===== config.mk =====
export PLATFORM = sky130hd
export DESIGN_NAME = clk_switch
export DESIGN_NICKNAME = d
export VERILOG_FILES = /design/src/hdl/clk_switch_pkg.sv /design/src/hdl/clk_switch.sv
export SDC_FILE = /design/constraint.sdc
export NUM_CORES = 1
export LEC_CHECK = 0
export ABC_CLOCK_PERIOD_IN_PS = 9320
export BUFFER_PORTS_ARGS = -buffer_cell sky130_fd_sc_hd__buf_2
export CAP_MARGIN = 25
export CORE_MARGIN = 2
export CORE_UTILIZATION = 65
export DETAILED_ROUTE_END_ITERATION = 6
export PLACE_DENSITY = 0.86
export SLEW_MARGIN = 20
export SYNTH_ARGS = -nofsm -noshare
export SYNTH_HDL_FRONTEND = slang
export SYNTH_SLANG_ARGS = --single-unit

===== constraint.sdc =====
create_clock -name ref_clk -period 9.32 [get_ports ref_clk]
set_input_delay 1.398 -clock ref_clk [delete_from_list [all_inputs] [get_ports ref_clk]]
set_output_delay 1.398 -clock ref_clk [all_outputs]
set_load 0.02 [all_outputs]

===== src/hdl/clk_switch_pkg.sv =====
// Constants, types and decoding shared by the system clock select and switch logic.
// Assumes one 200 MHz sampling clock; every oscillator arrives as a pin level.
package clk_switch_pkg;

  // ---------------------------------------------------------------------------
  // Timing
  // ---------------------------------------------------------------------------
  localparam int unsigned CLK_MHZ      = 200;
  localparam int unsigned WARMUP_NS    = 2000;
  localparam int unsigned WARMUP_CYC   = (WARMUP_NS * CLK_MHZ + 999) / 1000;
  localparam int unsigned PLL_LOCK_US  = 2000;
  localparam int unsigned PLL_LOCK_CYC = PLL_LOCK_US * CLK_MHZ;
  localparam int unsigned OST_COUNT    = 1024;

  // ---------------------------------------------------------------------------
  // Register map and fields
  // ---------------------------------------------------------------------------
  localparam logic [3:0] CTRL_OFF      = 4'h0;
  localparam logic [3:0] STAT_OFF      = 4'h1;
  localparam int unsigned CTRL_PLL_BIT  = 7;
  localparam int unsigned CTRL_FREQ_LSB = 3;
  localparam int unsigned CTRL_SCS_LSB  = 0;
  localparam logic       PLL_RST       = 1'b0;
  localparam logic [3:0] FREQ_RST      = 4'h7;
  localparam logic [1:0] SCS_RST       = 2'h0;

  // Configuration oscillator mode codes.
  localparam logic [2:0] MODE_LP     = 3'h0;
  localparam logic [2:0] MODE_XT     = 3'h1;
  localparam logic [2:0] MODE_HS     = 3'h2;
  localparam logic [2:0] MODE_INTERNAL_OSC_BLOCK = 3'h4;

  // ---------------------------------------------------------------------------
  // Types
  // ---------------------------------------------------------------------------
  typedef enum logic [1:0] {SRC_EXT = 2'b00, SRC_SEC = 2'b01, SRC_INT = 2'b10, SRC_NONE = 2'b11} src_t;
  typedef enum logic [1:0] {OSC_LF = 2'b00, OSC_MF = 2'b01, OSC_HF = 2'b10, OSC_PLL = 2'b11} osc_t;
  typedef enum logic [2:0] {
    ST_OFF   = 3'b000,
    ST_RUN   = 3'b001,
    ST_START = 3'b010,
    ST_FALL  = 3'b011,
    ST_HOLD  = 3'b100
  } sw_state_t;

  typedef struct packed {
    src_t       src;
    osc_t       osc;
    logic [3:0] dexp;
  } clk_sel_t;

  typedef struct packed {
    logic       ext;
    logic       sec;
    logic       lf;
    logic       mf;
    logic       hf;
    logic       pll;
    logic       sec_rdy;
  } osc_pins_t;

  typedef struct packed {
    logic [2:0] osc_mode;
    logic       pll_enable;
    logic       switchover;
  } cfg_word_t;

  typedef struct packed {
    logic [3:0] addr;
    logic [7:0] wdata;
    logic       wr;
    logic       rd;
  } reg_req_t;

  // Internal frequency code to oscillator and power-of-two postscaler.
  function automatic clk_sel_t int_select(logic [3:0] code, logic pll_on);
    clk_sel_t r;
    r.src = SRC_INT;
    r.osc = OSC_HF;
    r.dexp = 4'h0;
    case (code)
      4'h0, 4'h1: begin r.osc = OSC_LF; r.dexp = 4'h0; end
      4'h2:       begin r.osc = OSC_MF; r.dexp = 4'h4; end
      4'h3:       begin r.osc = OSC_HF; r.dexp = 4'h9; end
      4'h4:       begin r.osc = OSC_MF; r.dexp = 4'h3; end
      4'h5:       begin r.osc = OSC_MF; r.dexp = 4'h2; end
      4'h6:       begin r.osc = OSC_MF; r.dexp = 4'h1; end
      4'h7:       begin r.osc = OSC_MF; r.dexp = 4'h0; end
      4'h8:       begin r.osc = OSC_HF; r.dexp = 4'h7; end
      4'h9:       begin r.osc = OSC_HF; r.dexp = 4'h6; end
      4'ha:       begin r.osc = OSC_HF; r.dexp = 4'h5; end
      4'hb:       begin r.osc = OSC_HF; r.dexp = 4'h4; end
      4'hc:       begin r.osc = OSC_HF; r.dexp = 4'h3; end
      4'hd:       begin r.osc = OSC_HF; r.dexp = 4'h2; end
      4'he:       begin r.osc = pll_on ? OSC_PLL : OSC_HF; r.dexp = pll_on ? 4'h0 : 4'h1; end
      default:    begin r.osc = OSC_HF; r.dexp = 4'h0; end
    endcase
    return r;
  endfunction : int_select

  // Internal oscillators (LF, MF, HF) that a selection keeps running.
  function automatic logic [2:0] osc_mask(clk_sel_t s);
    logic [2:0] m;
    m = 3'h0;
    if (s.src == SRC_INT) begin
      case (s.osc)
        OSC_LF:  m = 3'h1;
        OSC_MF:  m = 3'h2;
        default: m = 3'h4;
      endcase
    end
    return m;
  endfunction : osc_mask

endpackage : clk_switch_pkg


===== src/hdl/clk_switch.sv =====
// System clock select and glitch-free switch with two-speed start-up.
// Assumes oscillator outputs arrive as pins sampled by ref_clk, which is much faster than any of them.
// Functional notes
// Any reset loads the internal frequency code 0111, giving 500 kHz.
// 32 MHz needs INTERNAL_OSC_BLOCK mode, code 1110 and the PLL enabled by the software bit or by configuration; source select 1x gives it in any mode.
// Configuration PLL enable keeps the PLL on and removes the 8 MHz choice.
// After a frequency write, start a warm-up if needed, then await the current clock falling.
// Hold system clock low until the new clock rises, then switch and update status.
// A change on the same running oscillator applies with no start-up delay.
// Status reports whether the high, medium and low internal oscillators are active.
// Source select 00 configured source, 01 secondary crystal, 1x internal block.
// Every reset clears the source select field.
// Automatic switches never alter the software source select field.
// Timeout status is set when running from the configured external source.
// Software waits for secondary ready before selecting the secondary oscillator.
// Crystal modes count 1024 oscillations before the oscillator may clock the system.
// Non-crystal modes disable two-speed start-up.
// Reaching 1024 before sleep sets timeout status and moves to the external clock.
// Sleep during start-up aborts the count and leaves timeout status clear.
// Two-speed needs switchover bit 1, source select 00 and a crystal mode.
// Two-speed is entered after power-on (after power-up timer) and after wake.
// Same-source frequency changes finish faster than source changes.
// Leaving sleep or power-on into an internal oscillator waits a warm-up delay.
// Code 000x 31 kHz, 0111 500 kHz, 1110 8 or 32 MHz, 1111 16 MHz.
// With configuration PLL enable set the software bit is ignored; otherwise it alone rules.
// The multiplexer never emits a pulse shorter than a source half period.
`timescale 1ns/1ps

module clk_switch
  import clk_switch_pkg::*;
#(
  parameter int unsigned PLL_LOCK = PLL_LOCK_CYC
) (
  // Clock and reset
  input  wire logic       ref_clk,
  input  wire logic       arst_n,
  // Register port
  input  wire reg_req_t   reg_req,
  output logic [7:0]      rdata_q,
  // Configuration and power state
  input  wire cfg_word_t  cfg,
  input  wire logic       sleep_mode,
  input  wire logic       power_up_timer_done,
  // Oscillator pins
  input  wire osc_pins_t  osc_pins,
  // Oscillator enables and system clock
  output logic            lf_en_q,
  output logic            mf_en_q,
  output logic            hf_en_q,
  output logic            pll_en_q,
  output logic            ext_en_q,
  output logic            sysclk_q
);

  // ---------------------------------------------------------------------------
  // Declarations
  // ---------------------------------------------------------------------------
  localparam int unsigned PLL_W = $clog2(PLL_LOCK + 1);

  osc_pins_t          pin_s1_q;
  osc_pins_t          pin_s2_q;
  osc_pins_t          pin_s3_q;
  logic               sw_pll_q;
  logic [3:0]         freq_q;
  logic [1:0]         scs_q;
  sw_state_t          state_q;
  clk_sel_t           cur_q;
  clk_sel_t           sel_q;
  logic               cur_valid_q;
  logic               cur_prev_q;
  logic               new_prev_q;
  logic [8:0]         hf_cnt_q;
  logic [8:0]         mf_cnt_q;
  logic [10:0]        ost_cnt_q;
  logic [8:0]         warm_cnt_q;
  logic [PLL_W-1:0]   pll_cnt_q;
  logic [2:0]         rdy_q;
  logic               pll_rdy_q;
  logic               startup_timeout_status_q;

  logic               pll_on;
  logic               crystal;
  logic               two_speed;
  logic               ost_done;
  logic               ext_ready;
  clk_sel_t           int_sel;
  clk_sel_t           tgt_d;
  logic               cur_lvl;
  logic               new_lvl;
  logic               cur_fall;
  logic               new_rise;
  logic               tgt_ready;
  logic               warm_need;
  logic               warm_done;
  logic [2:0]         warm_set;
  logic [2:0]         en_int_d;
  logic               switching;
  logic               wr_ctrl;
  logic [7:0]         ctrl_rd;
  logic [7:0]         stat_rd;
  logic [7:0]         rd_mux;

  // ---------------------------------------------------------------------------
  // Source level after postscaler
  // ---------------------------------------------------------------------------
  // Pins and dividers are arguments, so the assignments that call this
  // re-evaluate whenever a source level moves.
  function automatic logic sel_level(
    clk_sel_t   s,
    osc_pins_t  p,
    logic [8:0] mf_cnt,
    logic [8:0] hf_cnt
  );
    logic [8:0] c;
    logic       raw;
    logic       lvl;
    c   = (s.osc == OSC_MF) ? mf_cnt : hf_cnt;
    raw = (s.osc == OSC_MF) ? p.mf : p.hf;
    lvl = 1'b0;
    case (s.src)
      SRC_EXT: lvl = p.ext;
      SRC_SEC: lvl = p.sec;
      SRC_INT: begin
        case (s.osc)
          OSC_LF:  lvl = p.lf;
          OSC_PLL: lvl = p.pll;
          default: lvl = (s.dexp == 4'h0) ? raw : c[s.dexp - 4'h1];
        endcase
      end
      default: lvl = 1'b0;
    endcase
    return lvl;
  endfunction : sel_level

  // ---------------------------------------------------------------------------
  // Pin synchronisers
  // ---------------------------------------------------------------------------
  // Nothing but the second stage reads the first.
  // The third stage feeds only the edge detectors.
  always_ff @(posedge ref_clk or negedge arst_n) begin
    if (!arst_n) begin
      pin_s1_q <= '0;
      pin_s2_q <= '0;
      pin_s3_q <= '0;
    end else begin
      pin_s1_q <= osc_pins;
      pin_s2_q <= pin_s1_q;
      pin_s3_q <= pin_s2_q;
    end
  end

  // ---------------------------------------------------------------------------
  // Source selection
  // ---------------------------------------------------------------------------
  // Only crystal modes need settling, so only they start at two speeds.
  assign pll_on    = cfg.pll_enable | sw_pll_q;
  assign crystal   = (cfg.osc_mode == MODE_LP) | (cfg.osc_mode == MODE_XT) | (cfg.osc_mode == MODE_HS);
  assign two_speed = cfg.switchover & (scs_q == 2'b00) & crystal;
  assign ost_done  = (ost_cnt_q == OST_COUNT[10:0]);
  assign ext_ready = crystal ? ost_done : 1'b1;
  assign int_sel   = int_select(freq_q, pll_on);

  // Two-speed picks the internal clock only through the target; the software field is never touched.
  always_comb begin
    tgt_d = int_sel;
    if (scs_q == 2'b01) begin
      tgt_d = '{src: SRC_SEC, osc: OSC_LF, dexp: 4'h0};
    end else if (scs_q == 2'b00 && cfg.osc_mode != MODE_INTERNAL_OSC_BLOCK && !(two_speed && !ost_done)) begin
      tgt_d = '{src: SRC_EXT, osc: OSC_LF, dexp: 4'h0};
    end
  end

  assign cur_lvl  = sel_level(cur_q, pin_s2_q, mf_cnt_q, hf_cnt_q);
  assign new_lvl  = sel_level(sel_q, pin_s2_q, mf_cnt_q, hf_cnt_q);
  assign cur_fall = cur_prev_q & ~cur_lvl;
  assign new_rise = ~new_prev_q & new_lvl;

  // ---------------------------------------------------------------------------
  // Readiness and warm-up
  // ---------------------------------------------------------------------------
  // Warm-up is timed on ref_clk; a starting oscillator cannot time itself.
  assign switching = (state_q == ST_START) | (state_q == ST_FALL) | (state_q == ST_HOLD);
  assign en_int_d  = (state_q == ST_OFF) ? 3'h0 :
                     ((cur_valid_q ? osc_mask(cur_q) : 3'h0) | (switching ? osc_mask(sel_q) : 3'h0));
  assign warm_need = (state_q == ST_START) & ((osc_mask(sel_q) & ~rdy_q) != 3'h0);
  assign warm_done = warm_need & (warm_cnt_q == 9'(WARMUP_CYC - 1));
  assign warm_set  = warm_done ? osc_mask(sel_q) : 3'h0;

  // Ready is kept only while the oscillator stays enabled, so re-enabling costs another warm-up.
  always_comb begin
    case (sel_q.src)
      SRC_EXT: tgt_ready = ext_ready;
      SRC_SEC: tgt_ready = pin_s2_q.sec_rdy;
      SRC_INT: tgt_ready = ((osc_mask(sel_q) & ~rdy_q) == 3'h0) & ((sel_q.osc != OSC_PLL) | pll_rdy_q);
      default: tgt_ready = 1'b0;
    endcase
  end

  always_ff @(posedge ref_clk or negedge arst_n) begin
    if (!arst_n) begin
      warm_cnt_q <= 9'h000;
      rdy_q      <= 3'h0;
      pll_cnt_q  <= '0;
      pll_rdy_q  <= 1'b0;
    end else begin
      warm_cnt_q <= (warm_need && !warm_done) ? warm_cnt_q + 9'h001 : 9'h000;
      rdy_q      <= en_int_d & (rdy_q | warm_set);
      // Dropping the enable loses lock at once.
      if (!pll_en_q) begin
        pll_cnt_q <= '0;
        pll_rdy_q <= 1'b0;
      end else if (pll_cnt_q == PLL_W'(PLL_LOCK)) begin
        pll_rdy_q <= 1'b1;
      end else begin
        pll_cnt_q <= pll_cnt_q + PLL_W'(1);
      end
    end
  end

  // ---------------------------------------------------------------------------
  // Postscaler counters and start-up timer
  // ---------------------------------------------------------------------------
  // Dividers count synchronised rising edges of their source.
  // The start-up timer holds at its end count until the oscillator stops.
  always_ff @(posedge ref_clk or negedge arst_n) begin
    if (!arst_n) begin
      hf_cnt_q  <= 9'h000;
      mf_cnt_q  <= 9'h000;
      ost_cnt_q <= 11'h000;
    end else begin
      if (pin_s2_q.hf && !pin_s3_q.hf) begin
        hf_cnt_q <= hf_cnt_q + 9'h001;
      end
      if (pin_s2_q.mf && !pin_s3_q.mf) begin
        mf_cnt_q <= mf_cnt_q + 9'h001;
      end
      if (sleep_mode || !ext_en_q) begin
        ost_cnt_q <= 11'h000;
      end else if (!ost_done && pin_s2_q.ext && !pin_s3_q.ext) begin
        ost_cnt_q <= ost_cnt_q + 11'h001;
      end
    end
  end

  // ---------------------------------------------------------------------------
  // Switch sequencer
  // ---------------------------------------------------------------------------
  // Sleep parks the clock low from any state, so a wake always
  // passes through a fresh start before a source is trusted.
  always_ff @(posedge ref_clk or negedge arst_n) begin
    if (!arst_n) begin
      state_q     <= ST_OFF;
      cur_q       <= '{src: SRC_NONE, osc: OSC_LF, dexp: 4'h0};
      sel_q       <= '{src: SRC_NONE, osc: OSC_LF, dexp: 4'h0};
      cur_valid_q <= 1'b0;
      sysclk_q    <= 1'b0;
      startup_timeout_status_q      <= 1'b0;
    end else if (sleep_mode) begin
      state_q     <= ST_OFF;
      cur_valid_q <= 1'b0;
      sysclk_q    <= 1'b0;
      startup_timeout_status_q      <= 1'b0;
    end else begin
      unique case (state_q)
        ST_OFF: begin
          sysclk_q <= 1'b0;
          if (power_up_timer_done) begin
            sel_q   <= tgt_d;
            state_q <= ST_START;
          end
        end
        ST_RUN: begin
          // Status follows the running source, not the request.
          sysclk_q <= cur_lvl;
          startup_timeout_status_q   <= (cur_q.src == SRC_EXT);
          if (tgt_d != cur_q) begin
            sel_q   <= tgt_d;
            state_q <= ST_START;
          end
        end
        ST_START: begin
          sysclk_q <= cur_valid_q & cur_lvl;
          // A target that moves while waiting replaces the pending one.
          if (tgt_d != sel_q) begin
            sel_q <= tgt_d;
          end else if (tgt_ready) begin
            state_q <= cur_valid_q ? ST_FALL : ST_HOLD;
          end
        end
        ST_FALL: begin
          sysclk_q <= cur_lvl;
          if (cur_fall) begin
            state_q <= ST_HOLD;
          end
        end
        ST_HOLD: begin
          sysclk_q <= 1'b0;
          // Switch only on a rising edge of the new level, so the
          // output never shows a partial pulse of either source.
          if (new_rise) begin
            cur_q       <= sel_q;
            cur_valid_q <= 1'b1;
            sysclk_q    <= 1'b1;
            state_q     <= ST_RUN;
          end
        end
        default: begin
          state_q <= ST_OFF;
        end
      endcase
    end
  end

  // Both previous levels reset low, like a stopped oscillator.
  always_ff @(posedge ref_clk or negedge arst_n) begin
    if (!arst_n) begin
      cur_prev_q <= 1'b0;
      new_prev_q <= 1'b0;
    end else begin
      cur_prev_q <= cur_lvl;
      new_prev_q <= new_lvl;
    end
  end

  // ---------------------------------------------------------------------------
  // Oscillator enables
  // ---------------------------------------------------------------------------
  // Internal oscillators run only while current or being started,
  // which keeps the idle ones powered down.
  always_ff @(posedge ref_clk or negedge arst_n) begin
    if (!arst_n) begin
      lf_en_q  <= 1'b0;
      mf_en_q  <= 1'b0;
      hf_en_q  <= 1'b0;
      pll_en_q <= 1'b0;
      ext_en_q <= 1'b0;
    end else begin
      lf_en_q  <= en_int_d[0];
      mf_en_q  <= en_int_d[1];
      hf_en_q  <= en_int_d[2];
      pll_en_q <= pll_on & ~sleep_mode;
      ext_en_q <= (cfg.osc_mode != MODE_INTERNAL_OSC_BLOCK) & ~sleep_mode;
    end
  end

  // ---------------------------------------------------------------------------
  // Register port
  // ---------------------------------------------------------------------------
  // Read data is zero outside the cycle after a read.
  // Control bit 2 is not stored and reads zero.
  assign wr_ctrl = reg_req.wr & (reg_req.addr == CTRL_OFF);
  assign ctrl_rd = {sw_pll_q, freq_q, 1'b0, scs_q};
  assign stat_rd = {pin_s2_q.sec_rdy, pll_rdy_q, startup_timeout_status_q, rdy_q[2], rdy_q[2], rdy_q[1], rdy_q[0], rdy_q[2]};
  assign rd_mux  = (reg_req.addr == CTRL_OFF) ? ctrl_rd :
                   (reg_req.addr == STAT_OFF) ? stat_rd : 8'h00;

  always_ff @(posedge ref_clk or negedge arst_n) begin
    if (!arst_n) begin
      sw_pll_q <= PLL_RST;
      freq_q   <= FREQ_RST;
      scs_q    <= SCS_RST;
      rdata_q  <= 8'h00;
    end else begin
      if (wr_ctrl) begin
        sw_pll_q <= reg_req.wdata[CTRL_PLL_BIT];
        freq_q   <= reg_req.wdata[CTRL_FREQ_LSB +: 4];
        scs_q    <= reg_req.wdata[CTRL_SCS_LSB +: 2];
      end
      rdata_q <= reg_req.rd ? rd_mux : 8'h00;
    end
  end

endmodule : clk_switch


# Yosys cells after proc, flatten, opt, wreduce, memory -nomap -nowiden

Index checks and enable logic that the tools add are counted.

Register bits after elaboration: 122
Latch bits: 0
Memory bits (writable): 0
Bits in read-only memories: 0
Input port bits: 30
Output and inout port bits: 14
Logic and storage cells: 230
Memories kept: 0

$add $sub $neg: 7
Multiply operators: 0
Div/mod/pow operators: 0
$lt $le $gt $ge: 2
Equal/unequal tests: 48
Shift-type cells: 0
Mux-type cells: 61
Bitwise gates (word level): 26
Reduce and logical (&&, ||, !) cells: 41

Operators by type and width:

| operator                | count |
|---|---|
| $pmux W6 S14            | 1 |
| $mux W8                 | 8 |
| $mux W3                 | 15 |
| $mux W19                | 2 |
| $eq A4 B4 Y1 const B    | 7 |
| $add A9 B1 Y9 const B   | 3 |
| $mux W9                 | 3 |
| $pmux W8 S3             | 1 |
| $mux W11                | 2 |
| $ne A3 B3 Y1 const B    | 7 |
| $add A19 B1 Y19 const B | 1 |
| $eq A19 B19 Y1 const B  | 1 |
| $mux W1                 | 18 |
| $eq A4 B3 Y1 const B    | 4 |
| $logic_not A4 Y1        | 4 |
| $ne A8 B8 Y1            | 2 |
| $pmux W3 S5             | 1 |
| $pmux W3 S2             | 2 |
| $add A11 B1 Y11 const B | 1 |
| $and A1 B1 Y1           | 11 |
| $eq A11 B11 Y1 const B  | 1 |
| $eq A2 B1 Y1 const B    | 5 |
| $logic_not A2 Y1        | 5 |
| $lt A4 B5 Y1 const B    | 2 |
| 31 further kinds        | 78 |

# Depth between registers and ports, before layout

Gate-level depths: netlist of run 1.

Word-level depth: 13
Depth in mapped cells: 11
Depth with buffers taken out: 10

# Worst setup path before layout of run 1

OpenSTA, ideal clock, no wires.

Path kind: input to register
Start point: input port cfg[3] in the netlist's numbering
End point: register sel_q[2] in the netlist's numbering
Library setup time: 125 ps
Data arrival time: 3,389 ps
Required time: 9,195 ps
Setup slack: 5,806 ps
Stages on the path: 9
Path buffers: 1
Cells stage by stage: nor3b_1 a21o_1 a31o_2 buf_6 mux2_4 o21ai_2 a41oi_2 o21ai_4 mux2_4

Word-level cells in the longest chain between the ends: 12
Elaborated cells on any way between the ends: 22
Those cells by class: 7 x eq/ne; 6 x mux; 3 x bitwise; 6 x reduce/logical

RTL lines:

| item                                                   | line                                 | text |
|---|---|---|
| from (decl)                                            | clk_switch.sv:41                     | `input wire cfg_word_t cfg,` |
| $eq A3 B1 Y1 or $logic_not A3 Y1 (tied branches)       | clk_switch.sv:157                    | `assign crystal = (cfg.osc_mode == MODE_LP) \| (cfg.osc_mode == MODE_XT) \| (cfg.osc_mode == MODE_HS);` |
| $or A1 B1 Y1 (2 in a row)                              | clk_switch.sv:157                    |  |
| $and A1 B1 Y1                                          | clk_switch.sv:158                    | `assign two_speed = cfg.switchover & (scs_q == 2'b00) & crystal;` |
| $logic_and A1 B1 Y1                                    | clk_switch.sv:168                    | `end else if (scs_q == 2'b00 && cfg.osc_mode != MODE_INTERNAL_OSC_BLOCK && !(two_speed && !ost_done)) begin` |
| $logic_not A1 Y1                                       | clk_switch.sv:168                    |  |
| $logic_and A1 B1 Y1 (*)                                | clk_switch.sv:168                    |  |
| $mux W8 (*)                                            | clk_switch.sv:168                    |  |
| $mux W8 (*)                                            | clk_switch.sv:166                    | `if (scs_q == 2'b01) begin` |
| $ne A8 B8 Y1 (on tied branches)                        | clk_switch.sv:276, clk_switch.sv:284 |  |
| $ne A2 B2 Y1 (no line) or $ne A2 B1 Y1 (tied branches) | -                                    |  |
| $reduce_and A5 Y1 (no line)                            | -                                    |  |
| to (signal assigned)                                   | clk_switch.sv:268                    | `sel_q <= tgt_d;` |
| to (signal assigned)                                   | clk_switch.sv:277                    | `sel_q <= tgt_d;` |
| to (signal assigned)                                   | clk_switch.sv:285                    | `sel_q <= tgt_d;` |
| to (decl)                                              | clk_switch.sv:68                     | `clk_sel_t sel_q;` |

Every way passes the cells marked *; elsewhere a longest branch is shown, timed or not. The select of a mux whose other input is x is not followed.
A chain may end at the register's enable or synchronous reset.

# Worst setup path in the final report of run 1

Start point: input port cfg[4] in the netlist's numbering
End point: register sel_q[5] in the netlist's numbering

Same word-level chain as after synthesis.

==> out/metrics.yaml, run 1 <==
status: "completed"
fp.dieH_um: 106
rows: 37
reg2reg_to: "cur_q[2]$_DFFE_PN0P_"
max-clock-path-buffers: 2
synthAdderAreaFrac_pct: 3.88
setup_viol: 0
drc: 0
cts_buffers: 17
rsz0062_at_grt: "no"
start_util_pct: 66.2
grt_pass1_vias: 5128
dp_hpwl_um: 10400
routed_wl_um: 15100
place.gp.congestion: 0.930
power_density_nw_per_um2: 273
vias: 5121
cts_tree: "yes"
criticalPathCategory: "input pin to register"
ctsHoldBuffers: 0
critical_path.startpoint_type: "input pin"
firstDrtPassIters: 5
final_hold_viol_count: 0
ios: 44
rrSetupSlack_ns: 5.82
cts_resized: 0
seq_area_frac_synth_pct: 45.2
grt-ovfl-total: 0
combPwrFrac_pct: 31.2
yosys.area_share.simple_pct: 20.2
area_growth_pct: 13.3
synthArstFlopShare_pct: 100
setup_tns_ns: 0
yosysWarnings: 0
post-route-period-util_pct: 38.1
clkPwrFrac_pct: 32.5
worstReg2RegStart: "sel_q[5]$_DFFE_PN0P_"
clkLatencyLatePin_ns: 0.52
min_from: "pin_s1_q[0]$_DFF_PN0_"
vias_per_cell: 6.06
synth_edf_count: 0
netlist_area_sq_um: 6770
p_sw_share_pct: 34.8
grt_usage_pct: 29.4
wl_per_cell_um: 17.9
grt_max_degree: 64
drive_gt1_share_pct: 17.6
ys.flop_type: "dfrtp_1"
antenna_found_initial: 0
crit_path_end: "sel_q[5]$_DFFE_PN0P_"
synth_seq_cells: 122
cts_setup_buffers: 0
p_leak_nw: 3.36
die-area_sq_um: 11200
cts_max_level: 4
intPower_mw: 1.37
cts_sinks: 122
vdd.ir_drop.worst_v: 0.000219
r2r_cells: 8
syn_area_per_cell_sq_um: 10.3
worst_pin_slew_ns: 0.939
critPathCaptureType: "register"
cap_violations: 0
seqPwrFrac_pct: 36.3
core_area_sq_um: 10200
layout_min_cycle_time_ns: 3.55
synth_top_family_by_area: "simple AND/OR/NAND/NOR gates"
synthXorXnorAreaFrac_pct: 6.86
fin_skew_ns: 0.00595
root_buffer: "clkbuf_8"
antennaDiodeCount: 0
cts.clk_slew.worst_paths_ns: 0.06
netlist_instances: 659
grt_pass1_wl_um: 25600
die_w_um: 106
startpoint: "cfg[4]"
final_util_pct: 75.0
fin_nets: 748
slew_violations: 0
fmax_ghz: 0.281
synth_nets: 710
critPathRequiredTime_ns: 9.72
muxShareOfSynthArea_pct: 8.91
synth_cell_types: 83
min_path_type: "register to register"
worstPathArrival_ns: 3.96
ant_nets: 0
synth_compound_area_share_pct: 11.9
critPathMaxFanout: 12
slew_headroom_pct: 36.8
initialDrtViolationCount: 422
p_sw_uw: 730
io_buffer_count: 42
cells by family after synthesis:
group / after synthesis
fa+ha+maj: 21
compound gates: 100
buf+inv: 51
flops: 122
simple gates: 261
mux: 51
xor+xnor: 53
critical path, stage by stage:
cell	delay [ns]
buf_2	0.12
nor3b_1	0.17
a21o_1	0.22
a31o_2	0.32
a211o_2	0.33
a222oi_1	0.59
a31oi_1	0.23
o21ai_4	0.22
mux2_4	0.34
registers in the layout (all words and copies together), names as in the netlist, 7 cells and up:
register    cells
ost_cnt_q      11
pll_cnt_q      19
rdata_q         8
cur_q           8
mf_cnt_q        9
hf_cnt_q        9
sel_q           8
warm_cnt_q      9
pin_s2_q        7
pin_s1_q        7
placed cells by master, fill, tap and decap left out, types with 3 or more instances in the layout:
cell type	instances
o22ai_1	3
a31oi_1	3
clkbuf_16	16
o21ai_0	16
a2111oi_0	3
o31ai_1	4
a21oi_1	15
nand2_1	50
nor4bb_1	3
clkinv_2	4
a21o_1	4
nand3_1	27
or3_1	5
inv_1	26
bufinv_16	4
nand3b_1	5
a221oi_1	3
nor4_1	7
nand4_1	5
dfrtp_1	115
and3_1	12
and2_1	20
mux4_2	3
nor3_1	13
mux2i_1	25
xnor2_1	33
clkbuf_8	5
nand2b_1	12
buf_2	41
mux2_2	14
xor2_1	20
a32oi_1	3
mux2_4	7
o32ai_1	3
dfstp_2	7
o211ai_1	6
ha_1	21
o21ai_1	3
nor2_1	76
nor2b_1	7
layout make-up:
type | instances | area [sq um]
Multi-Input combinational cell | 486 | 3500
Sequential cell | 122 | 3060
Fill cell | 690 | 2560
Clock buffer | 23 | 477
Timing Repair Buffer | 43 | 220
Tap cell | 136 | 170
Clock inverter | 8 | 140
Inverter | 27 | 101
cells in the mapped netlist (4+ instances only):
| cell | n | area (sq um) |
|---|---|---|
| a21oi_1 | 15 | 75.1 |
| or3_1 | 5 | 31.3 |
| nor3_1 | 13 | 65.1 |
| nor4_1 | 7 | 43.8 |
| clkbuf_1 | 16 | 60.1 |
| inv_1 | 26 | 97.6 |
| nor2_1 | 76 | 285 |
| ha_1 | 21 | 263 |
| mux2i_1 | 25 | 250 |
| nor2b_1 | 7 | 43.8 |
| xor2_1 | 20 | 175 |
| a21o_1 | 4 | 30.0 |
| o21ai_0 | 16 | 80.1 |
| mux2_2 | 14 | 158 |
| dfstp_2 | 7 | 184 |
| nand3_1 | 27 | 135 |
| and2_1 | 20 | 125 |
| o31ai_1 | 4 | 30.0 |
| dfrtp_1 | 115 | 2880 |
| mux2_4 | 7 | 105 |
| and3_1 | 12 | 75.1 |
| nand3b_1 | 5 | 37.5 |
| buf_2 | 7 | 35.0 |
| xnor2_1 | 33 | 289 |
| nand2b_1 | 12 | 75.1 |
| o211ai_1 | 6 | 45.0 |
| nand4_1 | 5 | 31.3 |
| nand2_1 | 50 | 188 |
routing by layer:
metal	vias up	part of all wire, %	global-route usage (%)
li1	2420	-	-
met1	2517	44	38.0
met2	159	50	48.4
met3	25	4.6	8.09
met4	0	1.5	9.68
met5	-	0	0
how the worst min path moves through the flow:
| stage | endpoint | slack, ns | cells past startpoint |
|---|---|---|---|
| 3_5_place_dp | pin_s2_q[2]$_DFF_PN0_ | 0.34 | 0 |
| 5_1_grt | pin_s2_q[0]$_DFF_PN0_ | 0.36 | 0 |
| 4_1_cts | pin_s2_q[4]$_DFF_PN0_ | 0.35 | 0 |
| 6_report | pin_s2_q[0]$_DFF_PN0_ | 0.35 | 0 |
| 2_1_floorplan | pin_s2_q[0]$_DFF_PN0_ | 0.33 | 0 |
| 3_3_place_gp | pin_s2_q[1]$_DFF_PN0_ | 0.34 | 0 |
power groups by stage:
stage | Combinational [mW] | Sequential [mW] | Clock [mW]
final | 0.653 | 0.761 | 0.681
after global routing | 0.722 | 0.776 | 0.715
after CTS | 0.649 | 0.756 | 0.691
after detailed placement | 0.642 | 0.763 | 0
after global placement | 0.618 | 0.756 | 0
after floorplan | 0.560 | 0.687 | 0
per-stage QoR:
stage          hold slack, ns  instances  instance area [sq um]  power [mW]  setup slack [ns]
3_3_place_gp            0.340        814                   7050        1.37              5.34
4_1_cts                 0.349        845                   7670        2.10              5.83
5_1_grt                 0.363        845                   7670        2.21              5.54
3_5_place_dp            0.336        814                   7050        1.40              5.29
6_report                0.351        845                   7670        2.10              5.77
2_1_floorplan           0.331        659                   6770        1.25              5.81
(Power assumes the default switching activity.)
==> inputs of run 2 (changes only) <==
ABC_AREA = 1   (was not set)
ABC_CLOCK_PERIOD_IN_PS = 3280   (was 9320)
CORE_UTILIZATION = 61   (was 65)
PLACE_DENSITY = 0.81   (was 0.86)
clock period = 3.28 ns   (was 9.32 ns; I/O delays follow)
==> out/metrics.yaml, run 2 <==
placed_area_sq_um: 7100  # +0.67%
wl_per_cell_um: 13.9  # -22%
slew_violations: 0  # unchanged
yosys-top-cells-count: "183 x nand2_1, 119 x inv_1, 115 x dfrtp_1"
top_regs: "pll_cnt_q: 19 flops, ost_cnt_q: 11 flops"
start_util_pct: 62.5  # -3.7 points
instances_no_fill: 1062  # +26%
fin_skew_ns: 0.00703  # +0.00108 ns
placed_cells: 1029  # +26%
rrSetupSlack_ns: 0.57  # -5.25 ns
fmax_ghz: 0.369
grt_usage_pct: 27.6  # -1.9 points
rows: 38  # +2.7%
cts_buffers: 17  # unchanged
netlist_instances: 857  # +30%
routed_wl_um: 14800  # -2.1%
ant_nets: 0  # unchanged
p_leak_nw: 3.75  # +12%
worst_pin_slew_ns: 0.674  # -0.265 ns
post-route-period-util_pct: 82.7
max-clock-path-buffers: 2  # unchanged
min_path_type: "input pin to register"
vias: 5692  # +11%
drc: 0  # unchanged
synthArstFlopShare_pct: 100  # unchanged
drive_gt1_share_pct: 15.5  # -2.1 points
hold-worst-slack_ns: 0.0523  # -0.298 ns
grt-ovfl-total: 0  # unchanged
setup_viol: 0  # unchanged
layout_min_cycle_time_ns: 2.71
fin_nets: 960  # +28%
core_area_sq_um: 10800  # +6.0%
vias_per_cell: 5.36  # -12%
min_from: "osc_pins[0]"
critPathCaptureType: "register"
synth_seq_cells: 122  # unchanged
critical_path.startpoint_type: "register"
rsz0062_at_grt: "no"
criticalPathCategory: "register to register"
crit_path_end: "cur_q[3]$_DFFE_PN0P_"
yosysWarnings: 0  # unchanged
n_fill_cell: 891  # +29%
dp_hpwl_um: 10500  # +1.1%
area_growth_pct: 13.8
ys_top_cells_by_area: "dfrtp_1 42%, nand2_1 10%, inv_1 6.6%"
cts_setup_buffers: 0  # unchanged
grt_pass1_vias: 5499  # +7.2%
pre_cts_ws_ns: 0.597  # -4.70 ns
power_density_nw_per_um2: 754  # +180%
syn_area_per_cell_sq_um: 7.90  # -23%
slew_headroom_pct: 55.1  # +18 points
grt_pass1_wl_um: 25300  # -1.1%
cts_resized: 0  # unchanged
netlist_area_sq_um: 6770  # about the same
startpoint: "sel_q[5]$_DFFE_PN0P_"
cts_sinks: 122  # unchanged
die_w_um: 109  # +3.1%
finalInstanceArea_sq_um: 7710  # +0.49%
cts_tree: "yes"
io_buffer_count: 42  # unchanged
antenna_found_initial: 0  # unchanged
synth_nets: 908  # +28%
power.total_mw: 5.82  # +180%
critPathRequiredTime_ns: 3.70  # -6.02 ns
synth_area_leader_cell: "dfrtp_1"
final_hold_viol_count: 0  # unchanged
fp.dieH_um: 109  # +3.1%
ys.flop_type: "dfrtp_1"
seq_area_frac_synth_pct: 45.2  # about the same
initialDrtViolationCount: 422  # unchanged
cts_max_level: 4  # unchanged
largest_register_ffs: 19  # unchanged
ios: 44  # unchanged
vdd.ir_drop.worst_v: 0.000517  # +140%
die-area_sq_um: 12000  # +6.4%
synth_edf_count: 0  # unchanged
root_buffer: "clkbuf_8"
synth.most_common_cell: "nand2_1"
status: "completed"
setup_ws_ns: 0.569  # -5.20 ns
synth_cell_types: 49  # -41%
antennaDiodeCount: 0  # unchanged
clkLatencyLatePin_ns: 0.54  # +0.02 ns
setup_tns_ns: 0  # unchanged
regMostFlops: "pll_cnt_q"
worstPathArrival_ns: 3.13  # -0.83 ns
most-common-layout-cells: "183 x nand2_1, 119 x inv_1, 115 x dfrtp_1"
cts.clk_slew.worst_paths_ns: 0.06  # about the same
yosysTopAreaCellShare_pct: 42.5  # about the same
final_util_pct: 71.1  # -3.9 points
cap_violations: 0  # unchanged
reg2reg_to: "cur_q[3]$_DFFE_PN0P_"
firstDrtPassIters: 5  # unchanged
grt_max_degree: 53  # -17%
ctsHoldBuffers: 1  # +1
layout_commonest_cell: "nand2_1"
r2r_cells: 15  # +7
place.gp.congestion: 0.917  # -1.4%
worstReg2RegStart: "sel_q[5]$_DFFE_PN0P_"
critPathMaxFanout: 17  # +5
run 2: how the worst min path moves through the flow:
stage,end,slack [ns],cells after the start
6_report,pin_s1_q[0]$_DFF_PN0_,0.05,1
5_1_grt,pin_s1_q[6]$_DFF_PN0_,0.03,1
4_1_cts,pin_s1_q[2]$_DFF_PN0_,0.03,1
3_5_place_dp,pin_s2_q[3]$_DFF_PN0_,0.34,0
3_3_place_gp,pin_s2_q[1]$_DFF_PN0_,0.33,0
2_1_floorplan,cur_prev_q$_DFF_PN0_,0.20,0
run 2: logic make-up (layout without fill, tap and decap cells):
kind of cell	count (synthesis)	after routing	synth area share, %
xor+xnor	19	19	2.46
compound gates	114	114	9.60
mux	1	1	0.166
flops	122	122	45.2
simple gates	434	434	29.8
buf+inv	146	211	8.85
fa+ha+maj	21	21	3.88
run 2: area by class of cell:
cell class	instances	area [sq um]	share of cell area, %
multi-input cells	589	3110	40.4
flip-flops and latches	122	3060	39.7
inverters	132	495	6.43
clock buffers	18	428	5.55
repair buffers	47	265	3.44
well taps	140	175	2.27
clock inverters	14	169	2.19
run 2: metal layers:
metal,part of all wire (%),track usage [%]
met4,1.9,11.4
met5,0,0
met3,4.4,5.63
met1,47,37.0
met2,47,43.8
run 2: power breakdown:
| part | switching (mW) | total, mW | internal, mW |
|---|---|---|---|
| logic | 1.28 | 1.95 | 0.669 |
| clock network | 0.720 | 1.90 | 1.18 |
| registers | 0.225 | 1.97 | 1.74 |
| total | 2.22 | 5.82 | 3.59 |
run 2: worst max-delay path, cell delays in order (launching register included):
cell	delay (ns)
dfrtp_1	0.41
inv_1	0.19
ha_1	0.48
inv_2	0.17
a21oi_1	0.18
nand3_1	0.11
a21oi_1	0.16
nand2_1	0.06
nand2_1	0.08
nand2_1	0.07
nand2_2	0.07
nand2_2	0.07
nor2_2	0.12
nand2_2	0.23
nand2_1	0.13
o21ai_1	0.07
